===== config.mk =====
export PLATFORM = sky130hd
export DESIGN_NAME = fre_control
export DESIGN_NICKNAME = d
export VERILOG_FILES = /design/src/design/fre_pkg.sv /design/src/design/fre_control.sv /design/src/design/fre_timer.sv
export SDC_FILE = /design/constraint.sdc
export NUM_CORES = 1
export LEC_CHECK = 0
export BUFFER_PORTS_ARGS = -buffer_cell sky130_fd_sc_hd__clkbuf_2
export CAP_MARGIN = 25
export CORE_AREA = 3 3 109 80
export DETAILED_ROUTE_END_ITERATION = 6
export DIE_AREA = 0 0 112 83
export SYNTH_ARGS = -nofsm -noshare
export SYNTH_HDL_FRONTEND = slang
export SYNTH_SLANG_ARGS = --single-unit

===== constraint.sdc =====
create_clock -name clk -period 4.9 [get_ports clk]
set_clock_uncertainty 0.1 [all_clocks]
set_input_delay 0.49 -clock clk [delete_from_list [all_inputs] [get_ports clk]]
set_output_delay 0.49 -clock clk [all_outputs]
set_load 0.01 [all_outputs]

===== src/design/fre_pkg.sv =====
// package: register map, field positions and timing for the flash row erase control
package fre_pkg;
  // ==========================================================================
  // register byte addresses on the apb bus
  localparam logic [7:0] ADDR_ADDR_LOW  = 8'h00;
  localparam logic [7:0] ADDR_ADDR_HIGH = 8'h04;
  localparam logic [7:0] ADDR_CONTROL   = 8'h08;
  localparam logic [7:0] ADDR_UNLOCK    = 8'h0c;
  localparam logic [7:0] ADDR_STATUS    = 8'h10;
  // ==========================================================================
  // control register fields
  localparam int BIT_READ_START   = 0;
  localparam int BIT_WRITE_START  = 1;
  localparam int BIT_ALLOW        = 2;
  localparam int BIT_SEQ_ERROR    = 3;
  localparam int BIT_ERASE_SELECT = 4;
  localparam int BIT_LATCH_ONLY   = 5;
  localparam int BIT_CONFIG_SPACE = 6;
  localparam int BIT_UNIMPL       = 7;
  localparam logic [7:0] CONTROL_RESET = 8'h00;
  // ==========================================================================
  // unlock pair and timing
  localparam logic [7:0] UNLOCK_FIRST  = 8'h55;
  localparam logic [7:0] UNLOCK_SECOND = 8'haa;
  localparam int SETUP_CYCLES   = 2;
  localparam int ERASE_TIME_US  = 2000;
  localparam int CLK_MHZ        = 25;
  localparam int ERASE_CYCLES   = ERASE_TIME_US * CLK_MHZ;
  localparam int ADDR_WIDTH     = 15;
  localparam int ROW_WORDS_LOG2 = 5;
  // ==========================================================================
  // sequencer states
  typedef enum logic [1:0] {
    FRE_IDLE  = 2'b00,
    FRE_SETUP = 2'b01,
    FRE_ERASE = 2'b10,
    FRE_DONE  = 2'b11
  } fre_state_t;
endpackage : fre_pkg


===== src/design/fre_control.sv =====
// file: flash row erase sequencer with apb register slave
`timescale 1ns/100ps
// Summary of operation
// - erase acts on whole rows only, never single words or wider regions
// - any address within the row selects that entire row for erase
// - consecutive unlock writes 55h then aah arm the next start
// - setting write-start with erase select begins the row erase
// - two instruction cycles of setup follow the start before the stall
// - instruction execution halts for the timed erase, typically 2 ms
// - clocks and peripherals keep running during the erase stall
// - execution resumes at the third instruction after the start write
module fre_control
  import fre_pkg::*;
#(
  parameter int ERASE_COUNT = ERASE_CYCLES
) (
  input  wire logic                  clk,
  input  wire logic                  rst,
  input  wire logic                  psel,
  input  wire logic                  penable,
  input  wire logic                  pwrite,
  input  wire logic [7:0]            paddr,
  input  wire logic [31:0]           pwdata,
  output logic      [31:0]           prdata,
  output logic                       pready,
  output logic                       pslverr,
  output logic                       cpu_stall,
  output logic                       periph_run,
  output logic                       erase_strobe,
  output logic      [ADDR_WIDTH-1:0] erase_row_addr
);
  localparam int CW = $clog2(ERASE_COUNT + 1) + 1;

  initial begin
    if (ERASE_COUNT < 2) $error("fre_control: ERASE_COUNT must be at least 2");
  end

  // ==========================================================================
  // bus decode
  function automatic logic hit(input logic [7:0] a, input logic [7:0] target);
    return a == target;
  endfunction : hit

  logic wr_acc;
  logic mapped;
  assign wr_acc = psel && penable && pwrite;
  assign mapped = hit(paddr, ADDR_ADDR_LOW) || hit(paddr, ADDR_ADDR_HIGH)
               || hit(paddr, ADDR_CONTROL) || hit(paddr, ADDR_UNLOCK)
               || hit(paddr, ADDR_STATUS);
  assign pready  = 1'b1;
  assign pslverr = psel && penable && !mapped;

  // ==========================================================================
  // registers
  logic [7:0]            addr_low_r;
  logic [6:0]            addr_high_r;
  logic                  cfg_sel_r;
  logic                  latch_only_r;
  logic                  erase_sel_r;
  logic                  allow_r;
  logic                  err_r;
  logic                  wr_start_r;
  logic [1:0]            unlock_r;
  logic [1:0]            setup_cnt_r;
  logic [ADDR_WIDTH-1:0] row_r;
  fre_state_t            state_r;
  fre_state_t            state_nxt;
  logic                  timer_done;
  logic                  ctl_wr;
  logic                  start_req;
  logic                  start_ok;

  assign ctl_wr    = wr_acc && hit(paddr, ADDR_CONTROL);
  assign start_req = ctl_wr && pwdata[BIT_WRITE_START] && !wr_start_r;
  // accepted only when enabled, unlocked and erase selected; else flagged
  assign start_ok  = start_req && allow_r && pwdata[BIT_ALLOW]
                  && (unlock_r == 2'd2) && pwdata[BIT_ERASE_SELECT];

  always_ff @(posedge clk) begin
    if (rst) begin
      addr_low_r  <= 8'h00;
      addr_high_r <= 7'h00;
    end else if (wr_acc && hit(paddr, ADDR_ADDR_LOW)) begin
      addr_low_r <= pwdata[7:0];
    end else if (wr_acc && hit(paddr, ADDR_ADDR_HIGH)) begin
      addr_high_r <= pwdata[6:0];
    end
  end

  // unlock: 55h then aah as consecutive register writes; any other write disarms
  always_ff @(posedge clk) begin
    if (rst) begin
      unlock_r <= 2'd0;
    end else if (wr_acc && hit(paddr, ADDR_UNLOCK)) begin
      if (pwdata[7:0] == UNLOCK_FIRST) begin
        unlock_r <= 2'd1;
      end else if (pwdata[7:0] == UNLOCK_SECOND && unlock_r == 2'd1) begin
        unlock_r <= 2'd2;
      end else begin
        unlock_r <= 2'd0;
      end
    end else if (wr_acc) begin
      unlock_r <= 2'd0;
    end
  end

  // control fields; software may set but never clear write-start
  always_ff @(posedge clk) begin
    if (rst) begin
      cfg_sel_r    <= CONTROL_RESET[BIT_CONFIG_SPACE];
      latch_only_r <= CONTROL_RESET[BIT_LATCH_ONLY];
      erase_sel_r  <= CONTROL_RESET[BIT_ERASE_SELECT];
      allow_r      <= CONTROL_RESET[BIT_ALLOW];
    end else if (ctl_wr && !wr_start_r) begin
      cfg_sel_r    <= pwdata[BIT_CONFIG_SPACE];
      latch_only_r <= pwdata[BIT_LATCH_ONLY];
      allow_r      <= pwdata[BIT_ALLOW];
      erase_sel_r  <= pwdata[BIT_ERASE_SELECT];
    end else if (state_r == FRE_DONE) begin
      erase_sel_r <= 1'b0;
    end
  end

  always_ff @(posedge clk) begin
    if (rst) begin
      wr_start_r <= 1'b0;
    end else if (state_r == FRE_DONE) begin
      wr_start_r <= 1'b0;
    end else if (start_ok) begin
      wr_start_r <= 1'b1;
    end
  end

  // error: set wins over a software clear in the same write
  always_ff @(posedge clk) begin
    if (rst) begin
      err_r <= 1'b0;
    end else if (start_req && !start_ok) begin
      err_r <= 1'b1;
    end else if (ctl_wr && !pwdata[BIT_SEQ_ERROR]) begin
      err_r <= 1'b0;
    end
  end

  // ==========================================================================
  // sequencer
  always_comb begin
    state_nxt = state_r;
    unique case (state_r)
      FRE_IDLE:  if (start_ok) state_nxt = FRE_SETUP;
      FRE_SETUP: if (setup_cnt_r == 2'(SETUP_CYCLES - 1)) state_nxt = FRE_ERASE;
      FRE_ERASE: if (timer_done) state_nxt = FRE_DONE;
      FRE_DONE:  state_nxt = FRE_IDLE;
    endcase
  end

  always_ff @(posedge clk) begin
    if (rst) begin
      state_r <= FRE_IDLE;
    end else begin
      state_r <= state_nxt;
    end
  end

  always_ff @(posedge clk) begin
    if (rst) begin
      setup_cnt_r <= 2'd0;
    end else if (state_r == FRE_SETUP) begin
      setup_cnt_r <= setup_cnt_r + 2'd1;
    end else begin
      setup_cnt_r <= 2'd0;
    end
  end

  // row base latched at start: low word bits dropped so any word picks its row
  always_ff @(posedge clk) begin
    if (rst) begin
      row_r <= '0;
    end else if (start_ok) begin
      row_r <= {addr_high_r, addr_low_r[7:ROW_WORDS_LOG2], {ROW_WORDS_LOG2{1'b0}}};
    end
  end

  fre_timer #(
    .COUNT_WIDTH (CW)
  ) u_timer (
    .clk        (clk),
    .rst        (rst),
    .load       (state_r == FRE_SETUP && state_nxt == FRE_ERASE),
    .load_value (CW'(ERASE_COUNT)),
    .expired    (timer_done)
  );

  // stall only the core; the two setup cycles let the no-op slots retire,
  // so fetch resumes at the third instruction after the start write
  assign cpu_stall      = (state_r == FRE_ERASE);
  assign periph_run     = 1'b1;
  assign erase_strobe   = (state_r == FRE_ERASE);
  assign erase_row_addr = row_r;

  // ==========================================================================
  // read data
  always_ff @(posedge clk) begin
    if (rst) begin
      prdata <= 32'h0000_0000;
    end else if (psel && !penable && !pwrite) begin
      unique case (paddr)
        ADDR_ADDR_LOW:  prdata <= {24'h00_0000, addr_low_r};
        ADDR_ADDR_HIGH: prdata <= {25'h000_0000, addr_high_r};
        ADDR_CONTROL:   prdata <= {24'h00_0000, 1'b1, cfg_sel_r, latch_only_r,
                                   erase_sel_r, err_r, allow_r, wr_start_r, 1'b0};
        ADDR_STATUS:    prdata <= {30'h0000_0000, state_r};
        default:        prdata <= 32'h0000_0000;
      endcase
    end
  end

  // ==========================================================================
  // checks
  // stall length kept in a counter: the default count is far beyond any delay range
  logic [CW-1:0] stall_len_r;

  always_ff @(posedge clk) begin
    if (rst) begin
      stall_len_r <= '0;
    end else if (cpu_stall) begin
      stall_len_r <= stall_len_r + 1'b1;
    end else begin
      stall_len_r <= '0;
    end
  end

  AST_ROW_ALIGN: assert property (@(posedge clk) disable iff (rst)
    erase_row_addr[ROW_WORDS_LOG2-1:0] == '0)
    else $error("row address not aligned");
  AST_SETUP_TWO: assert property (@(posedge clk) disable iff (rst)
    start_ok |=> !cpu_stall ##1 !cpu_stall ##1 cpu_stall)
    else $error("stall not after two setup cycles");
  AST_BAD_START: assert property (@(posedge clk) disable iff (rst)
    (start_req && !start_ok) |=> err_r && state_r == FRE_IDLE)
    else $error("bad start not flagged");
  AST_HW_CLEAR: assert property (@(posedge clk) disable iff (rst)
    $fell(cpu_stall) |=> !wr_start_r)
    else $error("write-start not cleared");
  AST_START_HELD: assert property (@(posedge clk) disable iff (rst)
    (wr_start_r && state_r != FRE_DONE) |=> wr_start_r)
    else $error("write-start dropped early");
  AST_UNLOCK_NEED: assert property (@(posedge clk) disable iff (rst)
    (wr_acc && hit(paddr, ADDR_UNLOCK) && unlock_r != 2'd1) |=> unlock_r != 2'd2)
    else $error("unlock armed without first byte");
  AST_PERIPH: assert property (@(posedge clk) disable iff (rst)
    cpu_stall |-> periph_run)
    else $error("peripherals stopped");
  AST_STALL_END: assert property (@(posedge clk) disable iff (rst)
    cpu_stall |-> stall_len_r < CW'(ERASE_COUNT))
    else $error("stall did not end");
  COV_ERASE: cover property (@(posedge clk) disable iff (rst) $fell(cpu_stall));
  COV_ERR:   cover property (@(posedge clk) disable iff (rst) start_req && !start_ok);
  COV_UNLK:  cover property (@(posedge clk) disable iff (rst) unlock_r == 2'd2);
endmodule : fre_control


===== src/design/fre_timer.sv =====
// file: down counter that times the self-timed erase period
`timescale 1ns/100ps
module fre_timer
  import fre_pkg::*;
#(
  parameter int COUNT_WIDTH = 24
) (
  input  wire logic                   clk,
  input  wire logic                   rst,
  input  wire logic                   load,
  input  wire logic [COUNT_WIDTH-1:0] load_value,
  output logic                        expired
);
  logic [COUNT_WIDTH-1:0] count_r;

  initial begin
    if (COUNT_WIDTH < 2) $error("fre_timer: COUNT_WIDTH too small");
  end

  always_ff @(posedge clk) begin
    if (rst) begin
      count_r <= '0;
    end else if (load) begin
      count_r <= load_value;
    end else if (count_r != '0) begin
      count_r <= count_r - 1'b1;
    end
  end

  // expiry is a pulse on the last count so the caller sees it once
  assign expired = (count_r == {{(COUNT_WIDTH-1){1'b0}}, 1'b1});
endmodule : fre_timer


==> impl_results.md <==
* Status: finished clean
* CP Data Required Time at 4.99 ns
* GP Congestion at 0.751
* Hold path startpoint: setup_cnt_r[0]
* R2R setup slack at 2.52 ns
* Chip height at 83 um
* Slew @ Worst Pin at 0.945 ns
* WL final at 6750 um
* Syn_area_per_cell at 8.91 um^2
* Gr usage total at 14.8%
* First-pass DRT Iterations at 4
* Final hold violations at 0
* CP endpoint kind: flip-flop
* CP peak stage delay at 0.83 ns
* Max cap viols at 0
* Synth top area cells: dfxtp_1 (41%), mux2i_1 (12%), buf_4 (7.9%), nor2_1 (6.4%), xor2_1 (2.3%)
* Initial Util at 39.4%
* Slew Limit Fails at 0
* Pwr dens at 404 nW/um^2
* CORE AREA at 7740 um^2
* Area of the multi-input gates at 1590 um^2
* Final #Nets at 426
* Final critical-path required period at 2.83 ns
* CTS hold repair buffers at 0
* Share of the synthesized area in the top cell type at 40.7%
* Capture point of the worst reg-to-reg path: u_timer.count_r[3]
* Period utilization at 57.8%
* RSZ-0062 raised after global routing: false
* Instance count of the mapped netlist at 342
* Max Buffers Root-to-Sink at 2
* Postcts setup bufs at 0
* Post-DP HPWL at 4820 um
* YS warnings at 0
* Routed vias at 2401
* Final setup fails at 0
* #FFs+latches synth at 62
* Root Buffer: clkbuf_8
* Largest area contributor in the netlist: dfxtp_1
* CTS Buf Count at 9
* Largest net degree at the start of global routing at 49
* Post-synth top flop: dfxtp_1
* Reg2reg start: u_timer.count_r[10]
* Critical path class: input pin to flip-flop
* Quantity of I/O buffers inserted on ports at 41
* Skew-Pair Late Insertion Delay at 0.34 ns
* Remaining antenna violation count after routing at 0
* # resized after CTS at 0
* Core Rows at 27
* Startpoint types: input pin
* 1st-iter DRT viols at 133
* Mapped Area at 3050 um^2
* # IOs at 97
* Slowest stage cell, crit path: nand4_1
* Hold Path Depth at 1
* DR DRC count at 0
* Cells along the critical path: clkbuf_2 > or4_4 > nor4_1 > nand4_1 > mux2i_1 > nor2_1
* Unique masters post-synth at 43
* Vias in the first global route at 2256
* Final cell count without fillers at 483
* Initial antenna violation count at 0
* Storage cell area at 1240 um^2
* Area grow syn2layout at 10.3%
* Diode count at 0
* Slew headroom at 37.0%
* Clock sinks at 62
* Hold Slack at 0.334 ns
* Clock-pin slew on the worst setup and hold paths at 0.06 ns
* H-tree depth at 3
* Filler instances at 785
* Maximum vdd drop at 0.000233 V
* Critical path's top delay family: simple AND/OR/NAND/NOR gates
* Width of the die at 112 um
* Most frequent cells in the layout: dfxtp_1 (62), nor2_1 (52), clkbuf_2 (41)
* Hold crit path type: flip-flop to flip-flop
* TritonCTS clock tree: yes
* WHS Endpoint: setup_cnt_r[0]
* Die area at 9300 um^2
* Finished Core Util at 43.4%
* Number of synthesized flops with an enable pin at 0
* Critical path peak fanout at 12
* Crit path DAT at 2.93 ns
* Sequential area share after synthesis at 40.7%
* Dpl cells at 467
* FF-to-FF path depth at 5
* Share of cells above drive strength 1 at 17.3%
* WL/cell at 14.0 um
* First-pass GRT wire length at 11100 um
* Commonest non-fill, non-tap cell in the layout: dfxtp_1
* Setup TNS at 0 ns
* GR Overflow Total at 0
* Drt via density at 4.97
* F_max at 0.353 GHz
* P_leak at 1.49 nW
* Ys async rst share at 0%
* Worst path buffer plus inverter count at 1
[layer usage]
| metal | share of wire (%) | global-route usage, % | up-vias |
|---|---|---|---|
| met4 | 1.6 | 5.57 | 0 |
| met3 | 6.6 | 4.59 | 10 |
| met2 | 38 | 19.0 | 73 |
| met1 | 53 | 22.8 | 1119 |
| li1 | - | - | 1199 |
| met5 | 0 | 0 | - |
[worst max-delay path by stage]
stage	slack (ns)	cells past startpoint	from	end
floorplan	2.49	5	paddr[1]	addr_low_r[0]
CTS	2.05	6	paddr[1]	erase_row_addr[9]
detailed placement	1.69	6	paddr[1]	erase_row_addr[9]
global placement	1.73	6	paddr[1]	erase_row_addr[6]
finish	2.07	6	paddr[1]	erase_row_addr[9]
global route	1.84	6	paddr[1]	erase_row_addr[11]
[metrics by stage]
step / setup WS (ns) / power, mW / area (um^2)
2_1_floorplan: 2.49 / 0.906 / 3160
6_report: 2.07 / 1.36 / 3360
3_5_place_dp: 1.69 / 0.971 / 3190
3_3_place_gp: 1.73 / 0.956 / 3190
5_1_grt: 1.84 / 1.44 / 3360
4_1_cts: 2.05 / 1.36 / 3360
[flip-flops by register name, summed over array words and instances, names as in the netlist]
name             cells
addr_low_r           8
prdata               8
unlock_r             2
state_r              2
u_timer.count_r     17
wr_start_r           1
setup_cnt_r          2
err_r                1
allow_r              1
addr_high_r          7
latch_only_r         1
erase_sel_r          1
erase_row_addr      10
cfg_sel_r            1
[synth_stat cells, types with 5 or more instances]
library cell and n:
xor2_1 8, a21oi_1 8, o21ai_0 12, inv_1 7, a22o_1 5, nand3_1 7
nor2_1 52, clkbuf_1 12, dfxtp_1 62, nand2_1 18, buf_4 32, nand3b_1 6
mux2i_1 37, nor3_1 9, or3_1 6
[report_power, final]
group	switching, mW	internal (mW)	leakage, nW
clock network	0.194	0.195	0.0861
registers	0.0455	0.552	0.502
logic	0.222	0.149	0.901
[worst reg2reg max path: cells and delay by family, from the launching register on]
kind            cells  cell delay, ns
compound gates      1            0.37
flops               1            0.35
simple gates        3            1.26
xor+xnor            1            0.17
[final cells by class]
type | instances | share of cell area [%]
tap | 101 | 3.76
inverter | 7 | 0.782
multi-input combinational | 256 | 47.4
clock buffer | 12 | 4.32
sequential | 62 | 36.9
timing repair buffer | 41 | 6.11
clock inverter | 4 | 0.670
[cells by family after synthesis]
kind of cell / synth area share (%)
AND/OR/NAND/NOR: 23.2
flip-flops: 40.7
buffers and inverters: 10.6
AO/OA/AOI/OAI: 8.29
multiplexers: 12.2
XOR/XNOR: 2.87
adder cells (fa/ha/maj): 1.97
other: 0.246
(Power assumes the default switching activity.)
